--- config.mk ---
export PLATFORM = sky130hd
export DESIGN_NAME = sim_safety_input_monitor
export DESIGN_NICKNAME = d
export VERILOG_FILES = /design/src/core/sim_pkg.sv /design/src/core/sim_safety_input_monitor.sv
export SDC_FILE = /design/constraint.sdc
export NUM_CORES = 1
export LEC_CHECK = 0
export BUFFER_PORTS_ARGS = -buffer_cell sky130_fd_sc_hd__buf_4
export CAP_MARGIN = 0
export CORE_ASPECT_RATIO = 1.4
export CORE_UTILIZATION = 30
export DETAILED_ROUTE_END_ITERATION = 7
export PLACE_DENSITY = 0.55
export SKIP_CTS_REPAIR_TIMING = 1
export SYNTH_ARGS = -nofsm -noshare
export SYNTH_HDL_FRONTEND = slang
export SYNTH_SLANG_ARGS = --single-unit
--- constraint.sdc ---
create_clock -name clk -period 3.3 [get_ports clk]
set_input_delay 0.33 -clock clk [delete_from_list [all_inputs] [get_ports clk]]
set_output_delay 0.33 -clock clk [all_outputs]
set_load 0.005 [all_outputs]
--- src/core/sim_pkg.sv ---
// shared constants for the safety input monitor
package sim_pkg;
  localparam int unsigned CLK_HZ = 100_000_000;
  // disagreement window in milliseconds and derived cycle count
  localparam int unsigned MISMATCH_MS = 2000;
  localparam int unsigned MISMATCH_CYC = (CLK_HZ / 1000) * MISMATCH_MS;
  localparam int unsigned CNT_W = 28;
  // register offsets (byte addresses)
  localparam logic [11:0] OFF_CTRL = 12'h000;
  localparam logic [11:0] OFF_STAT = 12'h004;
  localparam logic [11:0] OFF_IRQST = 12'h008;
  localparam logic [11:0] OFF_IRQMSK = 12'h00c;
  // control register fields
  localparam int unsigned CTRL_RESET = 0;
  // status register fields
  localparam int unsigned ST_DOOR_ERR = 0;
  localparam int unsigned ST_STATUS_A_ERR = 1;
  localparam int unsigned ST_DOOR_LATCH = 2;
  localparam int unsigned ST_TEACH_LATCH = 3;
  localparam int unsigned ST_STATUS_A = 4;
  localparam int unsigned ST_PROHIBIT = 5;
  localparam int unsigned ST_DOOR_OPEN = 6;
  localparam int unsigned ST_RELEASE = 7;
  // interrupt event bits
  localparam int unsigned EV_CRIT = 0;
  localparam int unsigned EV_STATUS_A = 1;
  localparam int unsigned EV_DOOR = 2;
  localparam int unsigned EV_W = 3;
  localparam logic [EV_W-1:0] MSK_RESET = 3'h0;
endpackage

--- src/core/sim_safety_input_monitor.sv ---
// safety door, emergency stop and latch release monitor with apb registers
`timescale 1ns/1ns
`default_nettype none
// Functional notes
// door channel mismatch two seconds is critical
// status_a channel mismatch two seconds is critical
// open door forces operation prohibited
// latch door open and teach until release
// closed release input clears both latches; the door latch only clears while the door is closed
// open door keeps prohibit after teach cleared
// other side closes door before release
// other side selects auto before release
// release input acknowledges teach mode entry
// active status_a lights indicator and status
// status_a clears after release then reset
// open inputs mean stop or prohibit
// synchronise inputs, restart timer, hold errors
module sim_safety_input_monitor #(
  parameter int unsigned MISMATCH_CYCLES = sim_pkg::MISMATCH_CYC
) (
  input wire logic clk,
  input wire logic rst_n,
  input wire logic door_input_a,
  input wire logic door_input_b,
  input wire logic status_a_contact_a_pin1,
  input wire logic status_a_contact_b_pin1,
  input wire logic latch_release_input,
  input wire logic teach_mode,
  input wire logic psel,
  input wire logic penable,
  input wire logic pwrite,
  input wire logic [11:0] paddr,
  input wire logic [31:0] pwdata,
  output logic [31:0] prdata,
  output logic pready,
  output logic pslverr,
  output logic status_a_led,
  output logic status_a,
  output logic operation_prohibited,
  output logic critical_error,
  output logic irq
);

  // three-stage synchronisers; a change counts when stages two and three agree
  localparam int unsigned NIN = 6;
  logic [NIN-1:0] rawIn;
  logic [NIN-1:0] s1_q, s2_q, s3_q, filt_q;
  assign rawIn = {teach_mode, latch_release_input, status_a_contact_b_pin1,
                  status_a_contact_a_pin1, door_input_b, door_input_a};

  always_ff @(posedge clk or negedge rst_n) begin
    if (!rst_n) begin
      s1_q <= '0;
      s2_q <= '0;
      s3_q <= '0;
      filt_q <= '0; // open contacts at reset read as stop
    end else begin
      s1_q <= rawIn;
      s2_q <= s1_q;
      s3_q <= s2_q;
      for (int i = 0; i < NIN; i++) begin
        if (s2_q[i] == s3_q[i]) begin
          filt_q[i] <= s3_q[i];
        end
      end
    end
  end

  // closed contact is high; open (or unconnected) is low, meaning stop
  logic doorA, doorB, esA, esB, relClosed, teachIn;
  assign doorA = filt_q[0];
  assign doorB = filt_q[1];
  assign esA = filt_q[2];
  assign esB = filt_q[3];
  assign relClosed = filt_q[4];
  assign teachIn = filt_q[5];

  logic doorOpen, estopPressed;
  assign doorOpen = !(doorA && doorB);
  assign estopPressed = !(esA && esB);

  // saturating mismatch count step shared by both channel pairs, each with its own counter
  function automatic logic [sim_pkg::CNT_W-1:0] nextCount(input logic differ,
                                                         input logic [sim_pkg::CNT_W-1:0] cnt);
    if (!differ) begin
      nextCount = '0; // agreement restarts the timer
    end else if (cnt != sim_pkg::CNT_W'(MISMATCH_CYCLES)) begin
      nextCount = cnt + 1'b1;
    end else begin
      nextCount = cnt;
    end
  endfunction

  logic [sim_pkg::CNT_W-1:0] doorCnt_q, esCnt_q;
  always_ff @(posedge clk or negedge rst_n) begin
    if (!rst_n) begin
      doorCnt_q <= '0;
      esCnt_q <= '0;
    end else begin
      doorCnt_q <= nextCount(doorA != doorB, doorCnt_q);
      esCnt_q <= nextCount(esA != esB, esCnt_q);
    end
  end

  logic doorTimeout, esTimeout;
  assign doorTimeout = (doorCnt_q == sim_pkg::CNT_W'(MISMATCH_CYCLES));
  assign esTimeout = (esCnt_q == sim_pkg::CNT_W'(MISMATCH_CYCLES));

  // critical errors hold until the block is reset
  logic doorErr_q, esErr_q;
  always_ff @(posedge clk or negedge rst_n) begin
    if (!rst_n) begin
      doorErr_q <= 1'b0;
      esErr_q <= 1'b0;
    end else begin
      if (doorTimeout) doorErr_q <= 1'b1;
      if (esTimeout) esErr_q <= 1'b1;
    end
  end

  // door and teach latches; an open door wins over release, but release wins over teach selection
  logic doorLatch_q, teachLatch_q;
  always_ff @(posedge clk or negedge rst_n) begin
    if (!rst_n) begin
      doorLatch_q <= 1'b1; // power-up counts as door unacknowledged
      teachLatch_q <= 1'b0;
    end else begin
      if (doorOpen) begin
        doorLatch_q <= 1'b1;
      end else if (relClosed) begin
        doorLatch_q <= 1'b0;
      end
      if (teachIn && !relClosed) begin
        teachLatch_q <= 1'b1;
      end else if (relClosed) begin
        teachLatch_q <= 1'b0; // release acknowledges teach entry
      end
    end
  end

  // status_a: set while pressed, cleared by a reset command only once released
  logic status_a_q, resetCmd;
  always_ff @(posedge clk or negedge rst_n) begin
    if (!rst_n) begin
      status_a_q <= 1'b1; // boot in stop until a reset command
    end else if (estopPressed) begin
      status_a_q <= 1'b1;
    end else if (resetCmd) begin
      status_a_q <= 1'b0;
    end
  end

  // registered outputs
  logic prohibitNext;
  assign prohibitNext = doorOpen || doorLatch_q || teachLatch_q || status_a_q || doorErr_q || esErr_q;
  always_ff @(posedge clk or negedge rst_n) begin
    if (!rst_n) begin
      status_a_led <= 1'b1;
      status_a <= 1'b1;
      operation_prohibited <= 1'b1;
      critical_error <= 1'b0;
    end else begin
      status_a_led <= status_a_q || estopPressed;
      status_a <= status_a_q || estopPressed;
      operation_prohibited <= prohibitNext; // door still open keeps prohibit
      critical_error <= doorErr_q || esErr_q;
    end
  end

  // apb slave: zero wait states, unmapped addresses answer with pslverr
  logic apbAcc, apbWr, apbRd, hit;
  assign apbAcc = psel && penable;
  assign apbWr = apbAcc && pwrite;
  assign apbRd = apbAcc && !pwrite;
  assign hit = (paddr == sim_pkg::OFF_CTRL) || (paddr == sim_pkg::OFF_STAT) ||
               (paddr == sim_pkg::OFF_IRQST) || (paddr == sim_pkg::OFF_IRQMSK);
  assign resetCmd = apbWr && (paddr == sim_pkg::OFF_CTRL) && pwdata[sim_pkg::CTRL_RESET];

  // interrupt events; set wins over the read-clear
  logic [sim_pkg::EV_W-1:0] evt, irqSt_q, irqMsk_q;
  logic prevCrit_q, prevDoor_q;
  assign evt[sim_pkg::EV_CRIT] = (doorErr_q || esErr_q) && !prevCrit_q;
  assign evt[sim_pkg::EV_STATUS_A] = estopPressed && !status_a_q;
  assign evt[sim_pkg::EV_DOOR] = doorOpen && !prevDoor_q;

  always_ff @(posedge clk or negedge rst_n) begin
    if (!rst_n) begin
      irqSt_q <= '0;
      prevCrit_q <= 1'b0;
      prevDoor_q <= 1'b1; // filtered door reads open during reset, so no false edge after it
    end else begin
      prevCrit_q <= doorErr_q || esErr_q;
      prevDoor_q <= doorOpen;
      if (apbRd && paddr == sim_pkg::OFF_IRQST) begin
        irqSt_q <= evt;
      end else begin
        irqSt_q <= irqSt_q | evt;
      end
    end
  end

  always_ff @(posedge clk or negedge rst_n) begin
    if (!rst_n) begin
      irqMsk_q <= sim_pkg::MSK_RESET;
    end else if (apbWr && paddr == sim_pkg::OFF_IRQMSK) begin
      irqMsk_q <= pwdata[sim_pkg::EV_W-1:0];
    end
  end

  always_ff @(posedge clk or negedge rst_n) begin
    if (!rst_n) begin
      irq <= 1'b0;
    end else begin
      irq <= |(irqSt_q & irqMsk_q);
    end
  end

  // read data and response, registered in the setup cycle
  logic [31:0] rdMux;
  always_comb begin
    rdMux = 32'h0;
    case (paddr)
      sim_pkg::OFF_STAT: begin
        rdMux[sim_pkg::ST_DOOR_ERR] = doorErr_q;
        rdMux[sim_pkg::ST_STATUS_A_ERR] = esErr_q;
        rdMux[sim_pkg::ST_DOOR_LATCH] = doorLatch_q;
        rdMux[sim_pkg::ST_TEACH_LATCH] = teachLatch_q;
        rdMux[sim_pkg::ST_STATUS_A] = status_a_q;
        rdMux[sim_pkg::ST_PROHIBIT] = prohibitNext;
        rdMux[sim_pkg::ST_DOOR_OPEN] = doorOpen;
        rdMux[sim_pkg::ST_RELEASE] = relClosed;
      end
      sim_pkg::OFF_IRQST: rdMux[sim_pkg::EV_W-1:0] = irqSt_q;
      sim_pkg::OFF_IRQMSK: rdMux[sim_pkg::EV_W-1:0] = irqMsk_q;
      default: rdMux = 32'h0;
    endcase
  end

  always_ff @(posedge clk or negedge rst_n) begin
    if (!rst_n) begin
      prdata <= 32'h0;
      pready <= 1'b0;
      pslverr <= 1'b0;
    end else begin
      pready <= psel && !penable;
      pslverr <= psel && !penable && !hit;
      if (psel && !penable) begin
        prdata <= rdMux;
      end
    end
  end
endmodule
`default_nettype wire

Yosys cells after proc, flatten, opt, wreduce, memory -nomap -nowiden --
Index checks and enable logic that the tools add are counted.
Cells by class: equal/unequal tests 19, bitwise operators 2, add/sub/neg operators 2, mux-type cells 12, reductions and logical operators 37
Operators by type and width (count):
- $mux W28 | 4
- $add A28 B1 Y28 const B | 2
- $eq A28 B28 Y1 const B | 2
- $ne A28 B28 Y1 const B | 2
- $eq A12 B4 Y1 const B | 2
- $logic_and A1 B1 Y1 | 15
- $eq A12 B3 Y1 const B | 1
- $logic_not A12 Y1 | 1
- $logic_or A1 B1 Y1 | 10
- $logic_not A1 Y1 | 9
- $pmux W3 S3 | 1
- $eq A1 B1 Y1 | 6
- $mux W1 | 5
- $mux W5 | 1
- $ne A2 B1 Y1 const B | 2
- $ne A2 B2 Y1 const B | 2
- $and A3 B3 Y3 | 1
- $mux W3 | 1
- $or A3 B3 Y3 | 1
- $reduce_or A3 Y1 | 1
- $ne A1 B1 Y1 | 2
- $reduce_bool A2 Y1 | 1
Storage, ports and cells: register bits after elaboration 106, input port bits 55, output and inout port bits 39, logic and storage cells 98

Longest topological paths before layout --
Gate-level depths: netlist of run 1.
depth after elaboration 8, depth in mapped cells 7

Least setup slack after synthesis of run 1 --
OpenSTA, ideal clock, no wires.
kind register -> register, start reg doorCnt_q[0] (netlist name), end reg doorCnt_q[26] (netlist name), path buffers 1, setup slack 1.662 ns, arrival time 1.519 ns, cell stages (with the launch flop) 8, clock period less this slack 1.638 ns, required time 3.181 ns, cell sequence dfrtp_1 > ha_1 > and3_1 > clkbuf_2 > nand4_4 > nor4_2 > xor2_1 > and2_1
On the way: cells in the longest elaborated chain, start to end 3
RTL lines:
- start: declaration | line sim_safety_input_monitor.sv:94 | logic [sim_pkg::CNT_W-1:0] doorCnt_q, esCnt_q;
- start signal: assignment | line sim_safety_input_monitor.sv:100 | doorCnt_q <= nextCount(doorA != doorB, doorCnt_q);
- $add A28 B1 Y28 | line sim_safety_input_monitor.sv:88 | nextCount = cnt + 1'b1;
- $mux W28 | line sim_safety_input_monitor.sv:87 | end else if (cnt != sim_pkg::CNT_W'(MISMATCH_CYCLES)) begin
- $mux W28 | line sim_safety_input_monitor.sv:85 | if (!differ) begin
Several ways; a longest one is shown, not always the timed one. The select of a mux whose other input is x is not followed. A chain may end at the register's enable or synchronous reset.

Worst setup path after layout of run 1 --
start reg esCnt_q[7] (netlist name), end reg esCnt_q[23] (netlist name)
On the way: cells in the longest elaborated chain, start to end 3
RTL lines:
- start: declaration | line sim_safety_input_monitor.sv:94
- start signal: assignment | line sim_safety_input_monitor.sv:101 | esCnt_q <= nextCount(esA != esB, esCnt_q);
- $add A28 B1 Y28 | line sim_safety_input_monitor.sv:88
- $mux W28 | line sim_safety_input_monitor.sv:87
- $mux W28 | line sim_safety_input_monitor.sv:85
Several ways; a longest one is shown, not always the timed one. The select of a mux whose other input is x is not followed.

==> impl_metrics.toml, run 1 <==
[setup_path]
arrival_ns = 2.23
crit_chain = "and4_4 -> nand4_2 -> nor4_1 -> xor2_1 -> and2_1"
crit_fanout = 12
critPathCaptureType = "register"
worstRegToRegCells = 5
slowest_stage = "dfrtp_1"
cp_data_required_time_ns = 3.53
reg2reg_from = "esCnt_q[7]$_DFFE_PN0P_"
start_kind = "register"
slowest_delay_ns = 0.47
worstSetupPathType = "reg2reg"
r2r-end = "esCnt_q[23]$_DFFE_PN0P_"
r2r_slack_ns = 1.31

[place]
place_hpwl_um = 6570
gp_congestion = 0.712
place_area_um2 = 5560
dp_slack_ns = 1.31
io_buffers = 40

[clock_tree]
clk_path_buf_depth = 2
clock-sinks = 106
h-tree-depth = 3
cts_tree = "built"
insertion_delay_ns = 0.35
path_clk_slew_ns = 0.08
cts_buffers = 9
root_buffer = "clkbuf_16"

[final_layout]
multi_input_area_um2 = 2270
stdcell_area_um2 = 5850
area_delta_synth_final_pct = 13.0
finalNetCount = 549
final.fill_count = 1665
regArea_um2 = 2660
drive_gt1_frac = 0.205
diodes = 0

[sta]
drv_slew = 0
worst_clock_skew_ns = 0.00715
slew_headroom = 0.453
fin_crit_ns = 1.99
fmax_mhz = 502
tns_ns = 0
hold_viol = 0
fin_ws_ns = 1.31
period_share = 0.604
worstMarginPinSlew_ns = 0.820
setup_viol = 0
grt_setup_unrepaired = "false"

[drt]
routed-via-count = 3264
wl_um = 9430
wire_per_inst_um = 13.5
drt-initial-drc-count = 107
highest_layer = "met4"
routed-wl-met3_um = 210
drc = 0
wl_met1_um = 4040
via_per_inst = 4.69
drt_pre_antenna_iters = 4
met2_length_um = 5010
ant_nets = 0

[global_route]
first_global_vias = 3436
grtUsageTotal = 0.116
antenna_found_initial = 0
grt_overflow_total = 0
grt_first_pass_wirelength_um = 16500
grt_max_degree = 63

[floorplanning]
die_y_um = 157
num_rows = 56
initial_utilization = 0.308
core_um2 = 16800
die_x_um = 113
io_pins = 94
dieArea_um2 = 17800

[synthesis]
syn_inst = 453
yosys_warnings = 0
synthXorXnorAreaFrac = 0.0745
synth-edff-count = 0
async_flop_share = 1.00
synth_seq_area_share = 0.514
ys_seq_elements = 106
synth_area_um2 = 5170
avgSynthCellArea_um2 = 11.4
yosys.cell_types.count = 51
yosys.area_share.simple = 0.256
yosys.area_share.adder = 0.0261
synth_compound_area_frac = 0.0455
synth-main-ff-cell = "dfrtp_1"
synth_mux_area_frac = 0.0189
synth_top_family_by_area = "simple AND/OR/NAND/NOR gates"

[power]
power.density_nw_per_um2 = 453
p_leak_nw = 2.73
ir_drop_v = 0.000193

[hold_path]
hold_path.class = "in2async"

[status]
status = "finished clean"

[flow_run]
drv_cap = 0
[state kept, by name, indices dropped and copies added, names as in the netlist]
register              flops
s2_q                      6
teachLatch_q              1
irq                       1
filt_q                    6
irqSt_q                   3
prevDoor_q                1
pslverr                   1
s3_q                      6
pready                    1
status_a                  1
doorLatch_q               1
esErr_q                   1
doorErr_q                 1
s1_q                      6
esCnt_q                  28
doorCnt_q                28
operation_prohibited      1
prevCrit_q                1
status_a_q                1
prdata                    8
irqMsk_q                  3
[worst max-delay path by stage]
stage                                        start                   endpoint
final                       esCnt_q[7]$_DFFE_PN0P_    esCnt_q[23]$_DFFE_PN0P_
after global routing        esCnt_q[7]$_DFFE_PN0P_    esCnt_q[23]$_DFFE_PN0P_
after CTS                   esCnt_q[7]$_DFFE_PN0P_    esCnt_q[23]$_DFFE_PN0P_
after detailed placement    esCnt_q[7]$_DFFE_PN0P_    esCnt_q[23]$_DFFE_PN0P_
after global placement      esCnt_q[7]$_DFFE_PN0P_    esCnt_q[27]$_DFFE_PN0P_
after floorplan           doorCnt_q[0]$_DFFE_PN0P_  doorCnt_q[26]$_DFFE_PN0P_
[worst max-delay path, delay by kind of cell (launching register included)]
kind          cells  cell delay [ns]
simple gates      4             1.29
flops             1             0.47
xor+xnor          1             0.11
[cell type report]
cell class	instances	area share
Sequential cell	106	0.455
Multi-Input combinational cell	314	0.388
Timing Repair Buffer	41	0.0548
Tap cell	203	0.0435
Clock buffer	9	0.0385
Clock inverter	7	0.0103
Inverter	16	0.0103
[cells in the final DEF, fill, tap and decap left out, drive strengths merged, types with 7 or more instances in the layout]
cell type	n
nor2	14
buf	41
or3	7
nand2	24
nand3	22
conb	24
nor4	16
xor2	25
clkbuf	9
dfrtp	101
nand4	17
and2	47
nor3	14
inv	20
xnor2	19
a21boi	7
and4	7
o21ai	12
[cells by family (layout without fill, tap and decap cells)]
group | after synthesis | after routing
buffers and inverters | 56 | 73
adder cells (fa/ha/maj) | 12 | 12
XOR/XNOR | 44 | 44
multiplexers | 9 | 9
flip-flops | 106 | 106
AND/OR/NAND/NOR | 191 | 191
other | 1 | 24
AO/OA/AOI/OAI | 34 | 34
[metal layers]
layer  vias to the layer above  track usage
met3                        11       0.0235
met4                         0       0.0539
li1                       1582            -
met2                        43        0.210
met5                         -            0
met1                      1628        0.131
[where the power goes]
part / internal [mW] / switching, mW / total [mW]
Clock: 0.527 / 0.512 / 1.04
Sequential: 1.35 / 0.0436 / 1.39
Combinational: 0.0918 / 0.126 / 0.218
Total: 1.97 / 0.682 / 2.65
[through the flow]
step	power, mW	util	cells	hold slack, ns
3_5_place_dp	1.64	0.331	680	0.337
2_1_floorplan	1.56	-	476	0.0344
4_1_cts	2.69	0.348	696	0.0710
6_report	2.65	0.348	696	0.0795
5_1_grt	2.77	0.348	696	0.0699
3_3_place_gp	1.63	0.331	680	0.333
[Yosys cell counts (7+ instances only)]
master | count | area (um2)
dfrtp_1 | 101 | 2530
and2_1 | 47 | 294
buf_4 | 26 | 195
xor2_1 | 25 | 219
nand2_1 | 24 | 90.1
nand3_1 | 20 | 100
xnor2_1 | 19 | 166
inv_1 | 16 | 60.1
nor2_1 | 14 | 52.6
nand4_1 | 12 | 75.1
o21ai_0 | 12 | 60.1
nor3_2 | 9 | 90.1
clkbuf_1 | 8 | 30.0
a21boi_1 | 7 | 52.6
nor4_2 | 7 | 87.6
or3_1 | 7 | 43.8
Power figures use the tool's default switching activity.
==> inputs of run 2 (changes only) <==
==> constraint.sdc (replaced) <==
create_clock -name clk -period 2 [get_ports clk]
set_input_delay 0.2 -clock clk [delete_from_list [all_inputs] [get_ports clk]]
set_output_delay 0.2 -clock clk [all_outputs]
set_load 0.005 [all_outputs]
==> impl_metrics.toml, run 2 (synthesized netlist as in run 1, its figures left out) <==
[global_route]
first_global_vias = 3473
grtUsageTotal = 0.120
grt_overflow_total = 0
grt_first_pass_wirelength_um = 16800
grt_max_degree = 45
antenna_found_initial = 0

[clock_tree]
insertion_delay_ns = 0.35
clk_path_buf_depth = 2
cts_buffers = 9
clock-sinks = 106
path_clk_slew_ns = 0.07
cts_tree = "built"
h-tree-depth = 3
root_buffer = "clkbuf_16"

[sta]
fmax_mhz = 557
worst_clock_skew_ns = 0.00938
setup_viol = 0
fin_ws_ns = 0.204
period_share = 0.898
fin_crit_ns = 1.80
slew_headroom = 0.539
grt_setup_unrepaired = "false"
worstMarginPinSlew_ns = 0.692
hold_viol = 0
tns_ns = 0
drv_slew = 0

[drt]
wire_per_inst_um = 13.6
via_per_inst = 4.66
drt-initial-drc-count = 114
routed-via-count = 3333
wl_um = 9760
ant_nets = 0
drt_pre_antenna_iters = 4
drc = 0

[setup_path]
cp_data_required_time_ns = 2.24
critPathCaptureType = "register"
slowest_stage = "dfrtp_1"
start_kind = "register"
slowest_delay_ns = 0.46
crit_chain = "nand4_4 -> or2_0 -> nor4_2 -> xor2_1 -> and2_1"
crit_fanout = 8
worstSetupPathType = "reg2reg"
arrival_ns = 2.03

[place]
gp_congestion = 0.734
dp_slack_ns = 0.187
io_buffers = 40
place_hpwl_um = 6970
place_area_um2 = 5660

[floorplanning]
die_x_um = 113
initial_utilization = 0.308
io_pins = 94
num_rows = 56
dieArea_um2 = 17800
die_y_um = 157
core_um2 = 16800

[power]
p_leak_nw = 2.81
power.density_nw_per_um2 = 722
total_power_mw = 4.34
ir_drop_v = 0.000354

[final_layout]
finalNetCount = 568
final.fill_count = 1678
layout_common_cells = "dfrtp_1 (101), buf_4 (51), and2_1 (47)"
diodes = 0
regArea_um2 = 2660
area_delta_synth_final_pct = 16.2
drive_gt1_frac = 0.221
multi_input_area_um2 = 2270
reg_top3 = "doorCnt_q (28), esCnt_q (28), prdata (8)"
stdcell_area_um2 = 6010
final_common_cell = "dfrtp_1"

[hold_path]
hold_path.class = "in2reg"

[flow_run]
drv_cap = 0

[status]
status = "finished clean"
==> run 2: cell count changes in the layout (fill, tap and decap cells not counted), sizes merged <==
cell	previous run	this run
buf	41	53
dlygate4sd3	0	7
clkinvlp	0	3
inv	20	17
==> run 2: routing by layer <==
layer	global-route usage	share of wire	vias up
met5	0	0	-
li1	-	-	1622
met3	0.0219	0.026	15
met2	0.211	0.52	46
met4	0.0645	0.028	0
met1	0.139	0.43	1650
==> run 2: layout make-up <==
type	instances	share of cell area
clock inverter	7	0.00895
tap	203	0.0422
multi-input combinational	314	0.377
sequential	106	0.442
clock buffer	9	0.0375
timing repair buffer	60	0.0820
inverter	16	0.00999
==> run 2: through the flow <==
step / instances / hold slack [ns] / util
after CTS: 708 / -0.134 / 0.353
after global placement: 692 / 0.241 / 0.337
after floorplan: 476 / -0.0956 / -
after global routing: 715 / 0.0978 / 0.358
final: 715 / 0.0969 / 0.358
after detailed placement: 692 / 0.247 / 0.337
==> run 2: final timing paths <==
kind                       depth (start not counted)                       from                   endpoint  slack (ns)
setup reg to reg                                   5  doorCnt_q[14]$_DFFE_PN0P_  doorCnt_q[25]$_DFFE_PN0P_        0.20
hold / removal                                     2                  pwdata[1]    irqMsk_q[1]$_DFFE_PN0P_         0.1
max in group asynchronous                          3                      rst_n    doorLatch_q$_DFFE_PN1P_        0.93
setup / recovery                                   5  doorCnt_q[14]$_DFFE_PN0P_  doorCnt_q[25]$_DFFE_PN0P_        0.20
min in group asynchronous                          2                      rst_n    esCnt_q[23]$_DFFE_PN0P_        0.39
hold reg to reg                                    0          s1_q[0]$_DFF_PN0_          s2_q[0]$_DFF_PN0_        0.35
==> run 2: worst max-delay path: cells and delay by family, from the launching register on <==
kind,cells,cell delay (ns)
and+or+nand+nor,4,1.13
DFF,1,0.46
xor gates and xnor gates,1,0.09
==> run 2: power breakdown <==
group,internal (mW),switching [mW]
logic,0.169,0.213
clock network,0.851,0.815
registers,2.22,0.0720
total,3.24,1.10
